### src/dfal_regs.svh
`ifndef DFAL_REGS_SVH
`define DFAL_REGS_SVH

// Register byte offsets, one aligned 32-bit word each
`define DFAL_TX_HEAD_OFS 8'h00
`define DFAL_TX_TAIL_OFS 8'h04
`define DFAL_RX_HEAD_OFS 8'h08
`define DFAL_RX_TAIL_OFS 8'h0C
`define DFAL_TX_WIN_OFS 8'h10
`define DFAL_RX_WIN_OFS 8'h14
`define DFAL_CTRL_OFS 8'h18
`define DFAL_STATUS_OFS 8'h1C

// Control register fields
`define DFAL_CTRL_LB_EN_BIT 0
`define DFAL_CTRL_FDX_BIT 1
`define DFAL_CTRL_SPEED_LSB 2
`define DFAL_CTRL_LBSEL_LSB 4
`define DFAL_CTRL_RESET 6'h00

// Status register fields
`define DFAL_STAT_LB_ACT_BIT 0
`define DFAL_STAT_TX_EMPTY_BIT 1
`define DFAL_STAT_TX_FULL_BIT 2
`define DFAL_STAT_RX_EMPTY_BIT 3
`define DFAL_STAT_RX_FULL_BIT 4

// AHB encodings
`define DFAL_HTRANS_NONSEQ 2'h2
`define DFAL_HTRANS_SEQ 2'h3

`endif

### src/dfal_pkg.sv
package dfal_pkg;

   // Bus slave phase
   typedef enum logic [1:0] {PH_IDLE, PH_WRITE, PH_RD_WAIT, PH_RD_DONE} dfal_phase_type;

   // MAC speed selection
   typedef enum logic [1:0] {SPEED_10, SPEED_100, SPEED_1000, SPEED_RSVD} dfal_speed_type;

endpackage : dfal_pkg

### src/dfal_fifo_mem.sv
`timescale 1ns/1ns
`default_nettype none

module dfal_fifo_mem #(
   parameter int WIDTH = 32,
   parameter int DEPTH = 16,
   parameter int AW = 4
) (
   input wire logic clk,
   input wire logic reset_n,
   input wire logic wr_en,
   input wire logic [AW-1:0] wr_idx,
   input wire logic [WIDTH-1:0] wr_data,
   input wire logic [AW-1:0] rd_idx,
   output logic [WIDTH-1:0] rd_data
);

   logic [WIDTH-1:0] mem_q [DEPTH];
   logic [WIDTH-1:0] mem_d [DEPTH];

   // One entry is replaced per write
   always_comb
   begin
      for (int i = 0; i < DEPTH; i++)
      begin
         mem_d[i] = mem_q[i];
      end
      if (wr_en)
      begin
         mem_d[wr_idx] = wr_data;
      end
   end

   // Cleared at reset so diagnostic reads never return unknowns
   always_ff @(posedge clk)
   begin
      for (int i = 0; i < DEPTH; i++)
      begin
         if (!reset_n)
         begin
            mem_q[i] <= '0;
         end
         else
         begin
            mem_q[i] <= mem_d[i];
         end
      end
   end

   assign rd_data = mem_q[rd_idx];

endmodule : dfal_fifo_mem

`default_nettype wire

### src/dfal_top.sv
// Chosen here: the register addresses and the AHB-Lite interface to the registers.
`include "dfal_regs.svh"
`timescale 1ns/1ns
`default_nettype none

module dfal_top #(
   parameter int DEPTH = 16,
   parameter int AW = 4
) (
   input wire logic CLK,
   input wire logic RESET_N,
   input wire logic HSEL,
   input wire logic [31:0] HADDR,
   input wire logic [1:0] HTRANS,
   input wire logic HWRITE,
   input wire logic [2:0] HSIZE,
   input wire logic [31:0] HWDATA,
   input wire logic HREADY,
   output logic HREADYOUT,
   output logic HRESP,
   output logic [31:0] HRDATA,
   input wire logic TX_IN_VALID,
   input wire logic [31:0] TX_IN_DATA,
   output logic TX_IN_READY,
   output logic LINE_TX_VALID,
   output logic [31:0] LINE_TX_DATA,
   input wire logic LINE_TX_READY,
   input wire logic LINE_RX_VALID,
   input wire logic [31:0] LINE_RX_DATA,
   output logic RX_OUT_VALID,
   output logic [31:0] RX_OUT_DATA,
   input wire logic RX_OUT_READY,
   output logic LOOPBACK_ACTIVE
);

   // One wrap bit tells full from empty without a separate fill counter
   localparam int PW = AW + 1;

   // Pointers carry one wrap bit above the index
   logic [PW-1:0] tx_head_q, tx_head_d, tx_tail_q, tx_tail_d;
   logic [PW-1:0] rx_head_q, rx_head_d, rx_tail_q, rx_tail_d;
   logic [5:0] ctrl_q, ctrl_d;
   dfal_pkg::dfal_phase_type phase_q, phase_d;
   logic [7:0] addr_q, addr_d;
   logic [31:0] rdata_q, rdata_d;

   // Occupancy flags, memory ports and bus strobes
   logic tx_empty, tx_full, rx_empty, rx_full;
   logic lb_act;
   logic [31:0] tx_rd_data, rx_rd_data;
   logic tx_wr_en, rx_wr_en;
   logic [AW-1:0] tx_wr_idx, rx_wr_idx;
   logic [31:0] tx_wr_data, rx_wr_data;
   logic tx_push, tx_pop, rx_push, rx_pop, lb_move;
   logic addr_take, wr_cyc, rd_cyc;
   logic sw_tx_win_wr, sw_rx_win_wr, sw_tx_win_rd, sw_rx_win_rd;
   dfal_pkg::dfal_speed_type speed;
   logic [1:0] rx_ctrl_loopback_sel;

   // Occupancy flags from the wrap bit
   assign tx_empty = (tx_head_q == tx_tail_q);
   assign rx_empty = (rx_head_q == rx_tail_q);
   assign tx_full = (tx_head_q[AW-1:0] == tx_tail_q[AW-1:0]) && (tx_head_q[AW] != tx_tail_q[AW]);
   assign rx_full = (rx_head_q[AW-1:0] == rx_tail_q[AW-1:0]) && (rx_head_q[AW] != rx_tail_q[AW]);

   // Loop only closes under full duplex, at any speed setting but 10 Mb/s, with normal select
   assign speed = dfal_pkg::dfal_speed_type'(ctrl_q[`DFAL_CTRL_SPEED_LSB +: 2]);
   assign rx_ctrl_loopback_sel = ctrl_q[`DFAL_CTRL_LBSEL_LSB +: 2];
   assign lb_act = ctrl_q[`DFAL_CTRL_LB_EN_BIT]
      && ctrl_q[`DFAL_CTRL_FDX_BIT]
      && (speed != dfal_pkg::SPEED_10)
      && (rx_ctrl_loopback_sel == 2'h0);
   assign LOOPBACK_ACTIVE = lb_act;

   // Bus decode; address phase taken only when the bus is ready
   assign addr_take = HSEL && HREADY
      && ((HTRANS == `DFAL_HTRANS_NONSEQ) || (HTRANS == `DFAL_HTRANS_SEQ));
   assign wr_cyc = (phase_q == dfal_pkg::PH_WRITE);
   assign rd_cyc = (phase_q == dfal_pkg::PH_RD_WAIT);
   assign sw_tx_win_wr = wr_cyc && (addr_q == `DFAL_TX_WIN_OFS);
   assign sw_rx_win_wr = wr_cyc && (addr_q == `DFAL_RX_WIN_OFS);
   assign sw_tx_win_rd = rd_cyc && (addr_q == `DFAL_TX_WIN_OFS);
   assign sw_rx_win_rd = rd_cyc && (addr_q == `DFAL_RX_WIN_OFS);

   // Reads stall one cycle so a just-written pointer is already in place
   assign HREADYOUT = (phase_q != dfal_pkg::PH_RD_WAIT);
   assign HRESP = 1'b0;
   assign HRDATA = rdata_q;

   // Traffic handshakes; a software window access holds off traffic on that port, so software wins
   assign TX_IN_READY = !tx_full && !sw_tx_win_wr;
   assign tx_push = TX_IN_VALID && TX_IN_READY;
   assign LINE_TX_VALID = !tx_empty && !lb_act;
   assign LINE_TX_DATA = tx_rd_data;
   assign lb_move = lb_act && !tx_empty && !rx_full && !sw_rx_win_wr
      && !sw_tx_win_rd;
   assign tx_pop = (LINE_TX_VALID && LINE_TX_READY && !sw_tx_win_rd) || lb_move;
   assign rx_push = lb_act ? lb_move
      : (LINE_RX_VALID && !rx_full && !sw_rx_win_wr);
   assign RX_OUT_VALID = !rx_empty;
   assign RX_OUT_DATA = rx_rd_data;
   assign rx_pop = RX_OUT_VALID && RX_OUT_READY && !sw_rx_win_rd;

   // Memory write ports: the window writes at the tail pointer
   always_comb
   begin
      tx_wr_en = sw_tx_win_wr || tx_push;
      tx_wr_idx = tx_tail_q[AW-1:0];
      tx_wr_data = sw_tx_win_wr ? HWDATA : TX_IN_DATA;
      rx_wr_en = sw_rx_win_wr || rx_push;
      rx_wr_idx = rx_tail_q[AW-1:0];
      if (sw_rx_win_wr)
      begin
         rx_wr_data = HWDATA;
      end
      else if (lb_act)
      begin
         rx_wr_data = tx_rd_data;
      end
      else
      begin
         rx_wr_data = LINE_RX_DATA;
      end
   end

   // Read ports follow the heads, so window reads and line data share one mux
   dfal_fifo_mem #(
      .WIDTH(32),
      .DEPTH(DEPTH),
      .AW(AW)
   ) u_tx_mem (
      .clk(CLK),
      .reset_n(RESET_N),
      .wr_en(tx_wr_en),
      .wr_idx(tx_wr_idx),
      .wr_data(tx_wr_data),
      .rd_idx(tx_head_q[AW-1:0]),
      .rd_data(tx_rd_data)
   );

   dfal_fifo_mem #(
      .WIDTH(32),
      .DEPTH(DEPTH),
      .AW(AW)
   ) u_rx_mem (
      .clk(CLK),
      .reset_n(RESET_N),
      .wr_en(rx_wr_en),
      .wr_idx(rx_wr_idx),
      .wr_data(rx_wr_data),
      .rd_idx(rx_head_q[AW-1:0]),
      .rd_data(rx_rd_data)
   );

   // Pointer update; a direct pointer write overrides traffic movement
   always_comb
   begin
      tx_head_d = tx_head_q;
      tx_tail_d = tx_tail_q;
      rx_head_d = rx_head_q;
      rx_tail_d = rx_tail_q;
      if (tx_pop || sw_tx_win_rd)
      begin
         tx_head_d = tx_head_q + PW'(1);
      end
      if (tx_push || sw_tx_win_wr)
      begin
         tx_tail_d = tx_tail_q + PW'(1);
      end
      if (rx_pop || sw_rx_win_rd)
      begin
         rx_head_d = rx_head_q + PW'(1);
      end
      if (rx_push || sw_rx_win_wr)
      begin
         rx_tail_d = rx_tail_q + PW'(1);
      end
      if (wr_cyc)
      begin
         unique case (addr_q)
            `DFAL_TX_HEAD_OFS: tx_head_d = HWDATA[PW-1:0];
            `DFAL_TX_TAIL_OFS: tx_tail_d = HWDATA[PW-1:0];
            `DFAL_RX_HEAD_OFS: rx_head_d = HWDATA[PW-1:0];
            `DFAL_RX_TAIL_OFS: rx_tail_d = HWDATA[PW-1:0];
            default:
            begin
            end
         endcase
      end
   end

   // Pointers clear to two empty FIFOs
   always_ff @(posedge CLK)
   begin
      if (!RESET_N)
      begin
         tx_head_q <= '0;
         tx_tail_q <= '0;
         rx_head_q <= '0;
         rx_tail_q <= '0;
      end
      else
      begin
         tx_head_q <= tx_head_d;
         tx_tail_q <= tx_tail_d;
         rx_head_q <= rx_head_d;
         rx_tail_q <= rx_tail_d;
      end
   end

   // Control register write
   always_comb
   begin
      ctrl_d = ctrl_q;
      if (wr_cyc && (addr_q == `DFAL_CTRL_OFS))
      begin
         ctrl_d = HWDATA[5:0];
      end
   end

   // Control clears with the loop open
   always_ff @(posedge CLK)
   begin
      if (!RESET_N)
      begin
         ctrl_q <= `DFAL_CTRL_RESET;
      end
      else
      begin
         ctrl_q <= ctrl_d;
      end
   end

   // Bus phase tracking and read data capture
   always_comb
   begin
      phase_d = phase_q;
      addr_d = addr_q;
      rdata_d = rdata_q;
      if (phase_q != dfal_pkg::PH_RD_WAIT)
      begin
         if (addr_take)
         begin
            addr_d = {HADDR[7:2], 2'b00};
            phase_d = HWRITE ? dfal_pkg::PH_WRITE : dfal_pkg::PH_RD_WAIT;
         end
         else
         begin
            phase_d = dfal_pkg::PH_IDLE;
         end
      end
      else
      begin
         phase_d = dfal_pkg::PH_RD_DONE;
         unique case (addr_q)
            `DFAL_TX_HEAD_OFS: rdata_d = 32'(tx_head_q);
            `DFAL_TX_TAIL_OFS: rdata_d = 32'(tx_tail_q);
            `DFAL_RX_HEAD_OFS: rdata_d = 32'(rx_head_q);
            `DFAL_RX_TAIL_OFS: rdata_d = 32'(rx_tail_q);
            `DFAL_TX_WIN_OFS: rdata_d = tx_rd_data;
            `DFAL_RX_WIN_OFS: rdata_d = rx_rd_data;
            `DFAL_CTRL_OFS: rdata_d = 32'(ctrl_q);
            `DFAL_STATUS_OFS: rdata_d = {27'h000_0000, rx_full, rx_empty,
               tx_full, tx_empty, lb_act};
            default: rdata_d = 32'h0000_0000;
         endcase
      end
      // No byte lanes exist, so software must use whole words on the window
      if (HSIZE != 3'h2)
      begin
         addr_d = addr_d; // Narrow sizes are treated as word accesses
      end
   end

   always_ff @(posedge CLK)
   begin
      if (!RESET_N)
      begin
         phase_q <= dfal_pkg::PH_IDLE;
         addr_q <= 8'h00;
         rdata_q <= 32'h0000_0000;
      end
      else
      begin
         phase_q <= phase_d;
         addr_q <= addr_d;
         rdata_q <= rdata_d;
      end
   end

endmodule : dfal_top

`default_nettype wire

### config.mk
export PLATFORM = sky130hd
export DESIGN_NAME = dfal_top
export DESIGN_NICKNAME = d
export VERILOG_FILES = /design/src/dfal_pkg.sv /design/src/dfal_fifo_mem.sv /design/src/dfal_top.sv
export VERILOG_INCLUDE_DIRS = /design/src
export SDC_FILE = /design/constraint.sdc
export NUM_CORES = 2
export LEC_CHECK = 0
export ABC_AREA = 0
export BUFFER_PORTS_ARGS = -buffer_cell sky130_fd_sc_hd__clkbuf_2
export CAP_MARGIN = 20
export CORE_ASPECT_RATIO = 1.1
export CORE_UTILIZATION = 55
export DETAILED_ROUTE_END_ITERATION = 10
export PLACE_DENSITY_LB_ADDON = 0.15
export SLEW_MARGIN = 5
export SYNTH_ARGS = -nofsm -noshare
export SYNTH_HDL_FRONTEND = slang
export SYNTH_SLANG_ARGS = --single-unit
### constraint.sdc
create_clock -name CLK -period 3.4 [get_ports CLK]
set_clock_uncertainty 0.1 [all_clocks]
set_input_delay 0.51 -clock CLK [delete_from_list [all_inputs] [get_ports CLK]]
set_output_delay 0.51 -clock CLK [all_outputs]
set_load 0.005 [all_outputs]
==> impl_metrics.csv <==
group,metric,value,unit
run_status,status,"finished, violations left",
run_status,violations,"setup timing",
floorplanning,start_util,55.8,%
sta,finalSetupViolCount,2,
sta,finalHoldViolCount,0,
critical_path,r2r_setup_slack,0.27,ns
routing,wl_per_cell,24.7,um
sta,hold_slack,0.0639,ns
clocking,cts_root_buf,"clkbuf_16",
cells_and_area,drive_gt1_share,22.2,%
power_and_ir_drop,power.share.clock,41.4,%
floorplanning,core,82300,um^2
global_route,grt_pass1_vias,35800,
sta,min_period_over_period,101,%
cells_and_area,layout.nets,4796,
synthesis,synth_nets,4743,
floorplanning,fp.dieW,278,um
critical_path,critPathMaxFanout,67,
cells_and_area,multi_input_area,21800,um^2
clocking,h-tree-depth,3,
sta,maxSlewViolCount,0,
critical_path,cp_slowest_stage_delay,0.60,ns
power_and_ir_drop,switchingPower,7430,uW
power_and_ir_drop,p_seq_share,45.1,%
power_and_ir_drop,vdd_drop_max,0.381,mV
critical_path,critPathRequiredTime,2.79,ns
routing,vias,37200,
synthesis,avgSynthCellArea,10.0,um^2
synthesis,synthTopCellsByArea,"dfxtp_1 (48%), mux4_2 (14%), o22ai_1 (7.0%)",
synthesis,synth_cell_type_count,67,
synthesis,ys_async_sr_fraction,0,%
cells_and_area,fill_cells,6727,
synthesis,dominantRegCellSynth,"dfxtp_1",
critical_path,critPathLaunchType,"flop",
global_route,grt_max_degree,108,
power_and_ir_drop,p_leak,0.0191,uW
synthesis,yosys_register_bits,1090,
floorplanning,ios,244,
routing,drt_iter0_markers,3900,
floorplanning,die_height,305,um
clocking,cts_made_buffers,108,
global_route,track_usage,33.2,%
cells_and_area,seq_area,21800,um^2
power_and_ir_drop,sw_frac_of_total,25.6,%
routing,first_pass_iters,6,
critical_path,crit_chain,"buf_16 -> mux4_2 -> mux4_2 -> clkbuf_2",
clocking,cts.sinks,1090,
routing,vias_per_cell,6.42,
routing,antenna_left,0,
critical_path,path_common_cell,"mux4_2",
floorplanning,std_cell_rows,110,
sta,worstMarginPinSlew,1.11,ns
place,dp_slack,0.188,ns
hold_path,hold_path_class,"in -> reg",
power_and_ir_drop,comb_power_share,13.5,%
sta,clock.fmax,292,MHz
critical_path,end_kind,"output port",
global_route,antenna_found_initial,5,
synthesis,yosysMostFrequentCell,"dfxtp_1",
clocking,path_clk_slew,0.06,ns
sta,slew_headroom,26.2,%
floorplanning,fp.dieArea,84700,um^2
synthesis,synthesis.instances,4591,
synthesis,netlist_area,45900,um^2
place,gp_congestion,0.877,
critical_path,critPathKind,"reg -> out",
flow_run,drv_cap,0,
place,io_buffers,212,
sta,period_needed,3.42,ns
critical_path,cp_slowest_cell,"mux4_2",
routing,drc,0,
place,hpwl,86.8,mm
sta,setup_ws,-0.0230,ns
global_route,grt_pass1_wl,217,mm
clocking,clk_latency,0.69,ns
power_and_ir_drop,cellPowerDensity,552,nW/um^2
power_and_ir_drop,internal_power,21600,uW
synthesis,synth_edf_count,0,
clocking,ctsLongestPathBuffers,3,
critical_path,critical_path_arrival,2.81,ns
synthesis,yosysWarnings,0,
synthesis,synth_top_area_share,47.5,%
routing,finalWirelength,143,mm
global_route,overflow,0,
cells_and_area,syn_to_final_growth,14.4,%
synthesis,yosys.area.top_type,"dfxtp_1",
synthesis,synth_top_cells_by_count,"dfxtp_1 (1090), nand2_1 (683), o22ai_1 (514), o21ai_0 (463), nand3_1 (406)",
clocking,tritoncts,"built",
synthesis,seq_area_frac_synth,47.5,%
sta,rsz0062_at_grt,"yes",
[power groups by stage]
| stage | clock (uW) | sequential (uW) | combinational (uW) |
|---|---|---|---|
| after floorplan | 0 | 13300 | 2290 |
| after global placement | 0 | 13400 | 3390 |
| after detailed placement | 0 | 13400 | 3410 |
| after CTS | 12100 | 13100 | 3740 |
| after global routing | 12700 | 13100 | 4130 |
| final | 12000 | 13100 | 3920 |
[final timing paths]
path                                from                endpoint  depth (start not counted)
setup reg to reg               addr_q[7]   u_rx_mem.mem_q[2][11]                          6
hold reg to reg   u_tx_mem.mem_q[14][26]  u_tx_mem.mem_q[14][26]                          2
setup / recovery            rx_head_q[1]         RX_OUT_DATA[16]                          4
hold / removal                  HADDR[3]               addr_q[3]                          3
[registers in the layout (all words and copies together) (netlist names)]
| register | cells |
|---|---|
| rx_tail_q | 5 |
| u_rx_mem.mem_q | 512 |
| tx_head_q | 5 |
| HRDATA | 32 |
| addr_q | 6 |
| rx_head_q | 5 |
| ctrl_q | 6 |
| phase_q | 2 |
| u_tx_mem.mem_q | 512 |
| tx_tail_q | 5 |
[area by class of cell]
| cell class | count | share of cell area, % |
|---|---|---|
| flip-flops and latches | 1090 | 41.6 |
| multi-input cells | 2953 | 41.6 |
| repair buffers | 457 | 7.34 |
| clock buffers | 151 | 5.82 |
| well taps | 1064 | 2.53 |
| clock inverters | 42 | 0.901 |
| inverters | 34 | 0.243 |
| diodes | 1 | 0.00476 |
[kinds of logic (layout without fill, tap and decap cells)]
group                      count (synthesis)  after routing  share of synthesized area (%)
AOI/OAI and AO/OA                       1209           1209                           16.2
xor gates and xnor gates                  21             21                          0.401
buffers and inverters                    548            684                           5.48
and+or+nand+nor                         1256           1256                           12.3
adders and majority gates                 10             10                          0.272
DFF                                     1090           1090                           47.5
other                                      1              2                        0.00817
muxes                                    456            456                           17.9
[worst max-delay path: cells and delay by family, from the launching register on]
kind | cells | cell delay [ns]
buffers and inverters | 2 | 0.54
DFF | 1 | 0.51
muxes | 2 | 0.99
[cells in the final DEF (no fill, tap or decap), types with 6 or more instances in the layout]
master,Yosys,layout
dfxtp_1,1090,1084
nand2_1,683,680
o22ai_1,514,514
o21ai_0,463,463
nand3_1,406,402
mux4_2,288,288
clkbuf_2,1,211
buf_4,40,167
mux2i_1,136,136
clkbuf_16,0,111
a22o_1,52,52
a21oi_1,51,51
buf_12,0,50
nor2b_1,47,45
a22oi_1,44,43
inv_1,33,33
mux2_2,32,32
o21ai_2,27,27
nor2_1,41,26
clkinv_2,0,24
clkbuf_1,284,24
clkbuf_8,0,19
xnor2_1,18,18
nand4_1,17,17
and3_2,0,12
o211ai_4,0,12
buf_16,0,11
nor2_2,1,10
ha_1,10,10
bufinv_16,0,9
a31oi_1,8,8
a21boi_0,8,8
and2_1,9,7
dlygate4sd3_1,0,7
nor2_4,0,6
o2bb2ai_2,6,6
nor3_1,6,6
or3_1,6,6
buf_6,19,6
[metrics by stage]
stage / cell area, um^2 / total power (uW) / utilization [%] / TNS, ns / std cells
after global routing: 52500 / 29900 / 63.8 / -0.0406 / 5791
after global placement: 48300 / 16800 / 58.6 / 0 / 5548
final: 52500 / 29000 / 63.8 / -0.0288 / 5792
after floorplan: 45900 / 15600 / - / 0 / 4591
after CTS: 52200 / 28900 / 63.4 / -0.183 / 5765
after detailed placement: 48300 / 16800 / 58.6 / 0 / 5548
[timing repair]
| action | in CTS | in global routing |
|---|---|---|
| gates cloned | 4 | 3 |
| endpoints found under the setup margin | 54 | 31 |
| hold endpoints to repair | 6 | 0 |
| pin swaps | 0 | 2 |
| hold buffers | 7 | 0 |
| setup buffers | 13 | 23 |
| resized for setup | 19 | 18 |
[per-layer routing]
| metal | vias up | track usage, % | wire length (um) | share of wire, % |
|---|---|---|---|---|
| li1 | 17000 | - | - | - |
| met1 | 18200 | 43.3 | 57300 | 40 |
| met2 | 1613 | 54.1 | 68500 | 48 |
| met3 | 345 | 5.34 | 11100 | 7.8 |
| met4 | 2 | 15.2 | 5880 | 4.1 |
| met5 | - | 0 | 13 | 0.0091 |
Power figures use the tool's default switching activity.
